**src/irq_pulse_regs.svh**
```systemverilog
// Timing counts and reset values for the interrupt pulse logic.
`ifndef IRQ_PULSE_REGS_SVH
`define IRQ_PULSE_REGS_SVH

`define IRQ_CLK_PERIOD_NS 5
`define IRQ_PULSE_NS      100000
`define IRQ_PULSE_CYC     ((`IRQ_PULSE_NS + `IRQ_CLK_PERIOD_NS - 1) / `IRQ_CLK_PERIOD_NS)
`define IRQ_MIN_GAP_NS    100000
`define IRQ_MIN_GAP_CYC   ((`IRQ_MIN_GAP_NS + `IRQ_CLK_PERIOD_NS - 1) / `IRQ_CLK_PERIOD_NS)
`define CFG_FILTER_NS     10000
`define CFG_FILTER_CYC    ((`CFG_FILTER_NS + `IRQ_CLK_PERIOD_NS - 1) / `IRQ_CLK_PERIOD_NS)
`define IRQ_GLOBAL_RST    1'b0
`define IRQ_PIN_RST       1'b1

`endif

```
**src/irq_pulse_pkg.sv**
```systemverilog
// Types shared by the interrupt pulse logic.
package irq_pulse_pkg;

    typedef enum logic [2:0] {
        MODE_INIT      = 3'h0,
        MODE_NORMAL    = 3'h1,
        MODE_STOP      = 3'h2,
        MODE_SLEEP     = 3'h3,
        MODE_RESTART   = 3'h4,
        MODE_FAIL_SAFE = 3'h5
    } mode_t;

    typedef enum logic [1:0] {
        ST_IDLE  = 2'h0,
        ST_PULSE = 2'h1,
        ST_GAP   = 2'h2
    } irq_state_t;

endpackage

```
**src/sbc_interrupt_pulse_logic.sv**
```systemverilog
// Interrupt pulse generator, status latches and configuration sense pin.
//
// How it works
// - In normal or stop mode an event drives the pin low for 100 us.
// - The pin then stays high at least 100 us before the next pulse.
// - Pulses never change the operating mode; mode is only an input here.
// - Global select bit, reset 0 for wake-only, 1 adds failure interrupts.
// - Wake class: wake events interrupt at once only when enabled as wake source.
// - Global class adds failure interrupts; live wake levels never interrupt.
// - Mode-forcing errors, power-on and device status bits never interrupt.
// - Entering stop mode with any wake status bit still set interrupts.
// - Wake and failure status registers update at each falling edge of the pulse.
// - Events stay latched until the host clears them; live levels are not latched.
// - Push-pull output drives both levels; low means interrupt.
// - In init mode the pin is an input selecting the hardware configuration.
// - The sensed configuration level passes a 10 us filter first.
// - Global class pulses and status updates time exactly like the wake class.
`timescale 1ns/100ps
`include "irq_pulse_regs.svh"

module sbc_interrupt_pulse_logic #(
    parameter int WAKE1_W   = 8,
    parameter int WAKE2_W   = 8,
    parameter int FAIL_W    = 16,
    parameter int EXCL_W    = 8,
    parameter int LEVEL_W   = 8,
    parameter int CNT_W     = 16,
    parameter int PULSE_CYC = `IRQ_PULSE_CYC,
    parameter int GAP_CYC   = `IRQ_MIN_GAP_CYC,
    parameter int FILT_CYC  = `CFG_FILTER_CYC
) (
    // Clock and reset.
    input  wire logic                  clk,
    input  wire logic                  resetn,
    // Operating mode and stop command.
    input  wire irq_pulse_pkg::mode_t  op_mode,
    input  wire logic                  stop_cmd,
    // Class select configuration.
    input  wire logic                  cfg_write,
    input  wire logic                  int_global_value,
    output logic                       int_global,
    // Event sources as one-cycle pulses per bit, wake enables and live wake levels.
    input  wire logic [WAKE1_W-1:0]    wake_event_first,
    input  wire logic [WAKE1_W-1:0]    wake_enable_first,
    input  wire logic [WAKE2_W-1:0]    wake_event_second,
    input  wire logic [WAKE2_W-1:0]    wake_enable_second,
    input  wire logic [FAIL_W-1:0]     fail_event,
    input  wire logic [EXCL_W-1:0]     excluded_event,
    input  wire logic [LEVEL_W-1:0]    wake_level_live,
    // Host clear strobes.
    input  wire logic                  clear_first,
    input  wire logic                  clear_second,
    input  wire logic                  clear_fail,
    input  wire logic                  clear_excluded,
    // Status seen by the host.
    output logic [WAKE1_W-1:0]         wake_status_first,
    output logic [WAKE2_W-1:0]         wake_status_second,
    output logic [FAIL_W-1:0]          fail_status,
    output logic [EXCL_W-1:0]          excluded_status,
    output logic [LEVEL_W-1:0]         wake_level_view,
    output logic                       irq_pending,
    // Interrupt pin.
    input  wire logic                  int_in,
    output logic                       int_out,
    output logic                       int_oe,
    // Sensed hardware configuration.
    output logic                       cfg_level,
    output logic                       cfg_valid
);

    import irq_pulse_pkg::*;

    localparam logic [CNT_W-1:0] PULSE_LAST = CNT_W'(PULSE_CYC - 1);
    localparam logic [CNT_W-1:0] GAP_LAST   = CNT_W'(GAP_CYC - 1);

    function automatic logic is_active(input mode_t m);
        is_active = (m == MODE_NORMAL) || (m == MODE_STOP);
    endfunction

    irq_state_t       state;
    logic [CNT_W-1:0] cnt;
    logic [WAKE1_W-1:0] latch_first;
    logic [WAKE2_W-1:0] latch_second;
    logic [FAIL_W-1:0]  latch_fail;
    logic               wake_trig;
    logic               fail_trig;
    logic               stop_trig;
    logic               irq_trig;
    logic               launch;
    logic               int_sync1;
    logic               int_sync2;

    ////////////////////////////////////////////////////////////////////////////
    // Interrupt sources.
    always_comb begin
        wake_trig = |(wake_event_first & wake_enable_first)
                  | |(wake_event_second & wake_enable_second);
        fail_trig = int_global && (|fail_event);
        stop_trig = stop_cmd && (|latch_first || |latch_second);
        // Excluded events and live wake levels are deliberately not sources.
        irq_trig  = is_active(op_mode) && (wake_trig || fail_trig || stop_trig);
        launch    = (state == ST_IDLE) && irq_pending && is_active(op_mode);
    end

    always_ff @(posedge clk or negedge resetn) begin
        if (!resetn) begin
            int_global <= `IRQ_GLOBAL_RST;
        end else if (cfg_write) begin
            int_global <= int_global_value;
        end
    end

    ////////////////////////////////////////////////////////////////////////////
    // Pending request; a new event wins over the launch that consumes it.
    always_ff @(posedge clk or negedge resetn) begin
        if (!resetn) begin
            irq_pending <= 1'b0;
        end else if (irq_trig) begin
            irq_pending <= 1'b1;
        end else if (launch) begin
            irq_pending <= 1'b0;
        end
    end

    ////////////////////////////////////////////////////////////////////////////
    // Pulse and minimum-gap sequencer.
    always_ff @(posedge clk or negedge resetn) begin
        if (!resetn) begin
            state <= ST_IDLE;
            cnt   <= '0;
        end else begin
            case (state)
                ST_IDLE: begin
                    if (launch) begin
                        state <= ST_PULSE;
                        cnt   <= PULSE_LAST;
                    end
                end
                ST_PULSE: begin
                    if (cnt == '0) begin
                        state <= ST_GAP;
                        cnt   <= GAP_LAST;
                    end else begin
                        cnt <= cnt - CNT_W'(1);
                    end
                end
                ST_GAP: begin
                    if (cnt == '0) begin
                        state <= ST_IDLE;
                    end else begin
                        cnt <= cnt - CNT_W'(1);
                    end
                end
                default: begin
                    state <= ST_IDLE;
                    cnt   <= '0;
                end
            endcase
        end
    end

    // The pin is driven in every mode but init, where it must float for sensing.
    always_ff @(posedge clk or negedge resetn) begin
        if (!resetn) begin
            int_out <= `IRQ_PIN_RST;
            int_oe  <= 1'b0;
        end else begin
            int_oe <= (op_mode != MODE_INIT);
            if (launch) begin
                int_out <= 1'b0;
            end else if (state == ST_PULSE && cnt == '0) begin
                int_out <= 1'b1;
            end
        end
    end

    ////////////////////////////////////////////////////////////////////////////
    // Internal latches collect events at once; a clear removes only the bits
    // the host has seen, and a set in the same cycle survives the clear.
    always_ff @(posedge clk or negedge resetn) begin
        if (!resetn) begin
            latch_first <= '0;
        end else begin
            latch_first <= (latch_first & ~(clear_first ? wake_status_first : '0))
                         | wake_event_first;
        end
    end

    always_ff @(posedge clk or negedge resetn) begin
        if (!resetn) begin
            latch_second <= '0;
        end else begin
            latch_second <= (latch_second & ~(clear_second ? wake_status_second : '0))
                          | wake_event_second;
        end
    end

    always_ff @(posedge clk or negedge resetn) begin
        if (!resetn) begin
            latch_fail <= '0;
        end else begin
            latch_fail <= (latch_fail & ~(clear_fail ? fail_status : '0))
                        | fail_event;
        end
    end

    // Host-visible copies take the latches only when a pulse starts and a host clear zeroes them, so the
    // host never sees a status bit set that was not announced by a falling edge.
    always_ff @(posedge clk or negedge resetn) begin
        if (!resetn) begin
            wake_status_first  <= '0;
            wake_status_second <= '0;
            fail_status        <= '0;
        end else if (launch) begin
            wake_status_first  <= latch_first;
            wake_status_second <= latch_second;
            fail_status        <= latch_fail;
        end else begin
            if (clear_first) begin
                wake_status_first <= '0;
            end
            if (clear_second) begin
                wake_status_second <= '0;
            end
            if (clear_fail) begin
                fail_status <= '0;
            end
        end
    end

    // Mode-forcing errors are reported without a pulse, so they show at once.
    always_ff @(posedge clk or negedge resetn) begin
        if (!resetn) begin
            excluded_status <= '0;
        end else begin
            excluded_status <= (excluded_status & ~(clear_excluded ? excluded_status : '0))
                             | excluded_event;
        end
    end

    always_ff @(posedge clk or negedge resetn) begin
        if (!resetn) begin
            wake_level_view <= '0;
        end else begin
            wake_level_view <= wake_level_live;
        end
    end

    ////////////////////////////////////////////////////////////////////////////
    // Configuration sense path.
    always_ff @(posedge clk or negedge resetn) begin
        if (!resetn) begin
            int_sync1 <= 1'b0;
            int_sync2 <= 1'b0;
        end else begin
            int_sync1 <= int_in;
            int_sync2 <= int_sync1;
        end
    end

    cfg_select_filter #(
        .FILT_CYC (FILT_CYC),
        .CNT_W    (CNT_W)
    ) u_cfg_filter (
        .clk       (clk),
        .resetn    (resetn),
        .sense_en  (op_mode == MODE_INIT),
        .level_in  (int_sync2),
        .cfg_level (cfg_level),
        .cfg_valid (cfg_valid)
    );

    ////////////////////////////////////////////////////////////////////////////
    // Helper counters for pulse and gap checks.
    logic [CNT_W-1:0] low_len;
    logic [CNT_W-1:0] high_len;

    always_ff @(posedge clk or negedge resetn) begin
        if (!resetn) begin
            low_len  <= '0;
            high_len <= GAP_LAST;
        end else begin
            low_len  <= int_out ? '0 : low_len + CNT_W'(1);
            high_len <= !int_out ? '0 : (high_len == GAP_LAST ? high_len
                                                              : high_len + CNT_W'(1));
        end
    end
endmodule // sbc_interrupt_pulse_logic

```
**src/cfg_select_filter.sv**
```systemverilog
// Glitch filter for the configuration level sensed on the interrupt pin.
`timescale 1ns/100ps
`include "irq_pulse_regs.svh"

module cfg_select_filter #(
    parameter int FILT_CYC = `CFG_FILTER_CYC,
    parameter int CNT_W    = 16
) (
    // Clock and reset.
    input  wire logic clk,
    input  wire logic resetn,
    // Sense control and synchronised level.
    input  wire logic sense_en,
    input  wire logic level_in,
    // Accepted configuration.
    output logic      cfg_level,
    output logic      cfg_valid
);

    localparam logic [CNT_W-1:0] LAST = CNT_W'(FILT_CYC - 1);

    logic             last_level;
    logic [CNT_W-1:0] stable_cnt;

    ////////////////////////////////////////////////////////////////////////////
    // A level is accepted only once it has held for the whole filter time.
    always_ff @(posedge clk or negedge resetn) begin
        if (!resetn) begin
            last_level <= 1'b0;
            stable_cnt <= '0;
        end else begin
            last_level <= level_in;
            if (!sense_en || level_in != last_level) begin
                stable_cnt <= '0;
            end else if (stable_cnt != LAST) begin
                stable_cnt <= stable_cnt + CNT_W'(1);
            end
        end
    end

    always_ff @(posedge clk or negedge resetn) begin
        if (!resetn) begin
            cfg_level <= 1'b0;
            cfg_valid <= 1'b0;
        end else if (sense_en && stable_cnt == LAST && level_in == last_level) begin
            cfg_level <= last_level;
            cfg_valid <= 1'b1;
        end
    end
endmodule // cfg_select_filter

```
**config.mk**
```make
export PLATFORM = sky130hd
export DESIGN_NAME = sbc_interrupt_pulse_logic
export DESIGN_NICKNAME = d
export VERILOG_FILES = /design/src/irq_pulse_pkg.sv /design/src/sbc_interrupt_pulse_logic.sv /design/src/cfg_select_filter.sv
export VERILOG_INCLUDE_DIRS = /design/src
export SDC_FILE = /design/constraint.sdc
export NUM_CORES = 1
export LEC_CHECK = 0
export BUFFER_PORTS_ARGS = -buffer_cell sky130_fd_sc_hd__buf_4
export CAP_MARGIN = 20
export CORE_ASPECT_RATIO = 0.5
export CORE_UTILIZATION = 45
export CTS_CLUSTER_DIAMETER = 150
export DETAILED_ROUTE_END_ITERATION = 6
export GPL_ROUTABILITY_DRIVEN = 0
export PLACE_DENSITY_LB_ADDON = 0.05
export SYNTH_ARGS = -nofsm -noshare
export SYNTH_HDL_FRONTEND = slang
export SYNTH_HIERARCHICAL = 1
export SYNTH_SLANG_ARGS = --single-unit
```
**constraint.sdc**
```tcl
create_clock -name clk -period 2.9 [get_ports clk]
set_input_delay 0.435 -clock clk [delete_from_list [all_inputs] [get_ports clk]]
set_output_delay 0.435 -clock clk [all_outputs]
set_load 0.01 [all_outputs]
```
==> results by group, run 1 <==
Global route
  • Total GRT Usage: 21.8%
  • First-pass GRT wire length: roughly 21000 µm
  • Vias in the first global route: about 4200
  • Initial antenna violation count: 0
  • Largest net degree at the start of global routing: 55
  • GRT overflow: 0

Yosys
  • Mean Syn Cell Area: 10.4 µm²
  • Synth Net Count: 611
  • Largest area contributor in the netlist: dfrtp_1
  • Top_reg_cell synth: dfrtp_1
  • Count leader, synth: dfrtp_1
  • Part of the Yosys area used for sequential elements: 56.0%
  • Netlist cell types: 59
  • Synth cell count leaders: dfrtp_1, nand2_1, o21ai_0
  • Ranking of synthesized cells by area: dfrtp_1, a21o_1, nand2_1, o21ai_0, nand2b_1
  • Mapped Cells: 531
  • Yosys top cell area share: between 50% and 60%
  • Synthesized cell area: approximately 5500 µm²
  • Post-synth EDFFs: 0
  • Yosys warns: 6
  • Seq cells post-synth: 123
  • Post-synth ARST share: 100%

Timing
  • Setup violators final: 0
  • Crit share post-route: roughly 77%
  • Slew Viols, Final: 0
  • Minimum clock period: 2240 ps
  • Setup TNS: 0 ps
  • Least-Margin Pin Slew: 758 ps
  • Relative slew slack: 49.0%
  • RSZ-0062 raised after global routing: no
  • Post-route clock skew: 12.8 ps
  • Final Hold Violating Endpoints: 0
  • Fmax: 0.446 GHz

Drt
  • Post-DR wirelength/cell: 15.4 µm
  • Drt total wl: roughly 13000 µm
  • Drt drc: 0
  • Vias: 4408
  • Pre-Repair DR Iteration Count: 4
  • DRT iter0 DRCs: 252
  • Antenna-violating nets left: 0
  • Vias/cell: ~5.2

CTS
  • Post-CTS Setup Bufs: 0
  • PostCTS Resize Cnt: 0
  • CTS clk-pin slew, worst paths: 60 ps
  • Clk root buf: clkbuf_16
  • # H-tree levels: 4
  • Number of CTS-inserted buffers: 17
  • Skew-Pair Late Insertion Delay: 410 ps
  • CTS Buffer Depth: 2
  • TritonCTS Sinks: 123
  • CTS tree: yes
  • Hold buffers post-CTS: 0

Job
  • Maxcap violations: 0

Finish
  • Fin util: 60.9%
  • Final nets: approximately 750
  • Reg area: 3080 µm²
  • Share of layout cells above drive strength 1: 28.8%
  • Area of the multi-input gates: around 2300 µm²
  • Synth-to-Final Area Change: 31.3%
  • Antenna cell count: 0
  • Fill count: just over 1000

Status
  • Run status: finished, final reports clean

Die
  • Die Y: around 80 µm
  • Initial Utilization: 46.4%
  • Die W: 158 µm
  • # rows: 28
  • Die ar.: 12700 µm²
  • Core Area: 11800 µm²
  • Num ports: 131

Worst setup path
  • WP data arrival: roughly 2500 ps
  • Worst EP required: 3150 ps
  • R2R depth: 7
  • CP Class: reg2reg
  • CP Launch Type: flop
  • Setup crit end kind: flop
  • CP max FO: 15

Place
  • Post-DP HPWL: between 9000 and 10000 µm
  • IO buf count: 130

Pwr
  • Worst vdd ir: 0.000290 V
  • Pwr Total: 3960 µW
  • Pwr Density: 548 nW/µm²
  • P_leak: about 0.003 µW

Min path
  • Worst min path class: in2async
==> final timing paths <==
kind / to / slack, ps / start
worst max-delay path: cnt[7] / 660 / cnt[0]
worst min-delay path: u_cfg_filter/stable_cnt[14] / 40 / resetn
worst max register to register: cnt[7] / 660 / cnt[0]
worst min register to register: int_sync2 / 360 / int_sync1
max in group asynchronous: u_cfg_filter/cfg_valid / 2030 / resetn
min in group clk: wake_level_view[1] / 130 / wake_level_live[1]
==> layout make-up <==
class	count	share of cell area, %
clock buffers	18	6.09
clock inverters	13	1.65
inverters	9	0.468
multi-input cells	378	31.8
flip-flops and latches	123	42.7
well taps	165	2.86
repair buffers	137	14.4
==> worst max-delay path, cell delays in order, from the launching register on <==
cell and delay [ps]:
dfrtp_1 430, inv_1 110, ha_1 140, nor4b_1 370, nand4_2 440, nor2_2 370, or3_2 170, a21oi_1 50
==> cells in the final DEF, fill, tap and decap left out, types with 12 or more instances in the layout <==
master	instances
dfrtp_1	122
nor4_1	13
a21o_1	42
nor3_1	12
clkbuf_16	17
nor2_1	25
a21oi_1	19
o21ai_0	46
buf_4	136
nand2_1	75
nand2b_1	33
==> registers in the layout, summed over array words and instances, names as in the netlist, 2 cells and up <==
signal                   flops
wake_status_first            8
latch_first                  8
latch_second                 8
fail_status                 16
excluded_status              8
latch_fail                  16
state                        2
cnt                         16
u_cfg_filter/stable_cnt     16
wake_level_view              8
wake_status_second           8
==> cells by family (layout without fill, tap and decap cells) <==
group / Yosys count / count (layout) / share of synthesized area, %
flops: 123 / 123 / 56.0
compound gates: 137 / 137 / 16.1
simple gates: 219 / 219 / 21.7
xor+xnor: 16 / 16 / 2.55
buf+inv: 30 / 177 / 2.32
fa+ha+maj: 3 / 3 / 0.683
mux: 3 / 3 / 0.592
==> per-layer routing <==
layer  global-route usage, %  up-vias  share of wire (%)
li1                        -     2164                  -
met1                    29.8     2124                 47
met2                    33.8      107                 46
met3                    5.99       13                5.5
met4                    6.54        0               0.85
met5                       0        -                  0
==> per-stage QoR <==
stage / hold slack, ps / instances / setup slack, ps / area, µm²
2_1_floorplan: 139 / 531 / 1070 / 5500
3_3_place_gp: 336 / 812 / 759 / 6660
3_5_place_dp: 345 / 812 / 716 / 6660
4_1_cts: 77.2 / 843 / 714 / 7220
5_1_grt: 106 / 843 / 433 / 7220
6_report: 36.2 / 843 / 658 / 7220
==> where the power goes <==
group          switching, µW  internal (µW)  leakage, µW
combinational            100            110      0.00132
sequential              8.95           1730      0.00142
clock                    804           1200     0.000265
total                    913           3040      0.00301
Power figures use the tool's default switching activity.
==> run 2, diff against run 1 <==
==> constraint.sdc (replaced) <==
create_clock -name clk -period 2.2 [get_ports clk]
set_input_delay 0.33 -clock clk [delete_from_list [all_inputs] [get_ports clk]]
set_output_delay 0.33 -clock clk [all_outputs]
set_load 0.01 [all_outputs]
==> results by group, run 2 (synthesis gave the netlist of run 1 again) <==
CTS
  • Post-CTS Setup Bufs: 0 (unchanged)
  • TritonCTS Sinks: 123 (unchanged)
  • CTS tree: yes
  • CTS clk-pin slew, worst paths: 60 ps (about the same)
  • Clk root buf: clkbuf_16
  • Number of CTS-inserted buffers: 17 (unchanged)
  • # H-tree levels: 4 (unchanged)
  • CTS Buffer Depth: 2 (unchanged)
  • Skew-Pair Late Insertion Delay: 410 ps (about the same)

Worst setup path
  • Bufs and invs on worst path: 1 (unchanged)
  • Critical Path Source: cnt[0]
  • Worst EP required: 2530 ps (-620 ps)
  • Crit-path max cell delay: 450 ps (about the same)
  • Worst-path cell chain: inv_1 -> ha_1 -> or3b_1 -> nor3_1 -> nand3_1 -> or3_1 -> a21oi_1
  • CP Class: reg2reg
  • CP Launch Type: flop
  • CP max stage cell: or3b_1
  • Worst flop-to-flop path startpoint: cnt[0]
  • CP max FO: 6 (-9)
  • CP top delay family: simple AND/OR/NAND/NOR gates
  • WP data arrival: 2340 ps (-150 ps)
  • Setup crit end kind: flop

Finish
  • Antenna cell count: 0 (unchanged)
  • Final nets: 757 (+1.5%)
  • Most common cell after layout, fill and taps aside: buf_4
  • Most frequent cells in the layout: buf_4, dfrtp_1, nand2_1, o21ai_0, a21o_1
  • Share of layout cells above drive strength 1: 30.1% (+1.4 points)
  • Layout Cells excl Fill: 855 (+1.4%)
  • Fill count: 1025 (-0.39%)
  • Synth-to-Final Area Change: 33.8%

Place
  • Placed cells: 822 (+1.2%)
  • IO buf count: 130 (unchanged)
  • Post-DP HPWL: 9210 µm (+2.0%)

Status
  • Run status: finished, final reports clean

Pwr
  • Worst vdd ir: 0.000427 V (+47%)
  • P_leak: 0.00308 µW (+2.3%)
  • Pwr Density: 717 nW/µm² (+31%)

Global route
  • First-pass GRT wire length: 21400 µm (+0.81%)
  • Total GRT Usage: 22.2% (+0.45 points)
  • Initial antenna violation count: 0 (unchanged)
  • GRT overflow: 0 (unchanged)
  • Largest net degree at the start of global routing: 66 (+20%)
  • Vias in the first global route: 4289 (+2.9%)

Drt
  • Antenna-violating nets left: 0 (unchanged)
  • Vias: 4440 (+0.73%)
  • Pre-Repair DR Iteration Count: 5 (+1)
  • Vias/cell: 5.19 (-0.69%)
  • DRT iter0 DRCs: 298 (+18%)
  • Post-DR wirelength/cell: 15.2 µm (-1.4%)
  • Drt total wl: 13000 µm (about the same)
  • Drt drc: 0 (unchanged)

Timing
  • Final Hold Violating Endpoints: 0 (unchanged)
  • Setup violators final: 0 (unchanged)
  • Least-Margin Pin Slew: 559 ps (-199 ps)
  • Fmax: 0.497 GHz (+11%)
  • Slew Viols, Final: 0 (unchanged)
  • Minimum clock period: 2010 ps (-231 ps)
  • Setup TNS: 0 ps (unchanged)
  • Post-route clock skew: 8.60 ps (-4.16 ps)
  • Relative slew slack: 62.6% (+14 points)
  • RSZ-0062 raised after global routing: no
  • Crit share post-route: 91.4% (+14 points)

Job
  • Maxcap violations: 0 (unchanged)

Die
  • Num ports: 131 (unchanged)
  • Die W: 158 µm (unchanged)
  • # rows: 28 (unchanged)
  • Die Y: 80.2 µm (unchanged)
  • Die ar.: 12700 µm² (unchanged)
  • Initial Utilization: 46.4% (unchanged)
  • Core Area: 11800 µm² (unchanged)

Min path
  • Worst min path class: in2reg
  • Min-delay src: wake_level_live[1]
## run 2: path summary, 6_finish.rpt
kind | endpoint | slack, ps | cells after the start
hold reg to reg | int_sync2 | 350 | 0
min in group asynchronous | u_cfg_filter/stable_cnt[14] | 370 | 2
setup reg to reg | cnt[12] | 190 | 7
hold / removal | wake_level_view[1] | 30 | 1
setup / recovery | cnt[12] | 190 | 7
max in group asynchronous | int_out | 1220 | 3
## run 2: metrics by stage
stage	setup slack [ps]	total power, µW	utilization (%)	instance area, µm²	hold WS (ps)
6_report	189	5270	62.1	7360	25.9
4_1_cts	125	5340	62.0	7350	9.18
3_3_place_gp	198	2620	57.1	6760	259
5_1_grt	1.05	5460	62.1	7360	7.55
2_1_floorplan	374	2400	-	5500	34.4
3_5_place_dp	155	2620	57.1	6760	258
## run 2: layout make-up
class                           count  area (µm²)  share of cell area (%)
Multi-Input combinational cell    378        2310                    31.4
Clock inverter                     15         153                    2.07
Sequential cell                   123        3080                    41.9
Tap cell                          165         206                    2.81
Inverter                            9        33.8                   0.459
Timing Repair Buffer              148        1150                    15.6
Clock buffer                       17         425                    5.78
## run 2: what timing repair did
| item | in CTS | in global routing |
|---|---|---|
| gates resized for setup | 0 | 3 |
| setup endpoints to repair | 0 | 7 |
| endpoints found under the hold margin | 20 | 0 |
| hold buffers | 1 | 0 |
## run 2: report_power, final
group          switching, µW  leakage (µW)  total (µW)  internal (µW)
logic                    131       0.00139         281            149
registers               11.5       0.00142        2300           2290
clock network           1110      0.000271        2700           1590
## run 2: metal layers
metal / global-route usage [%] / up-vias / part of all wire, %
met5: 0 / - / 0
met4: 7.50 / 0 / 0.88
met3: 6.64 / 10 / 5.9
met2: 35.1 / 108 / 47
met1: 29.2 / 2132 / 47
li1: - / 2190 / -
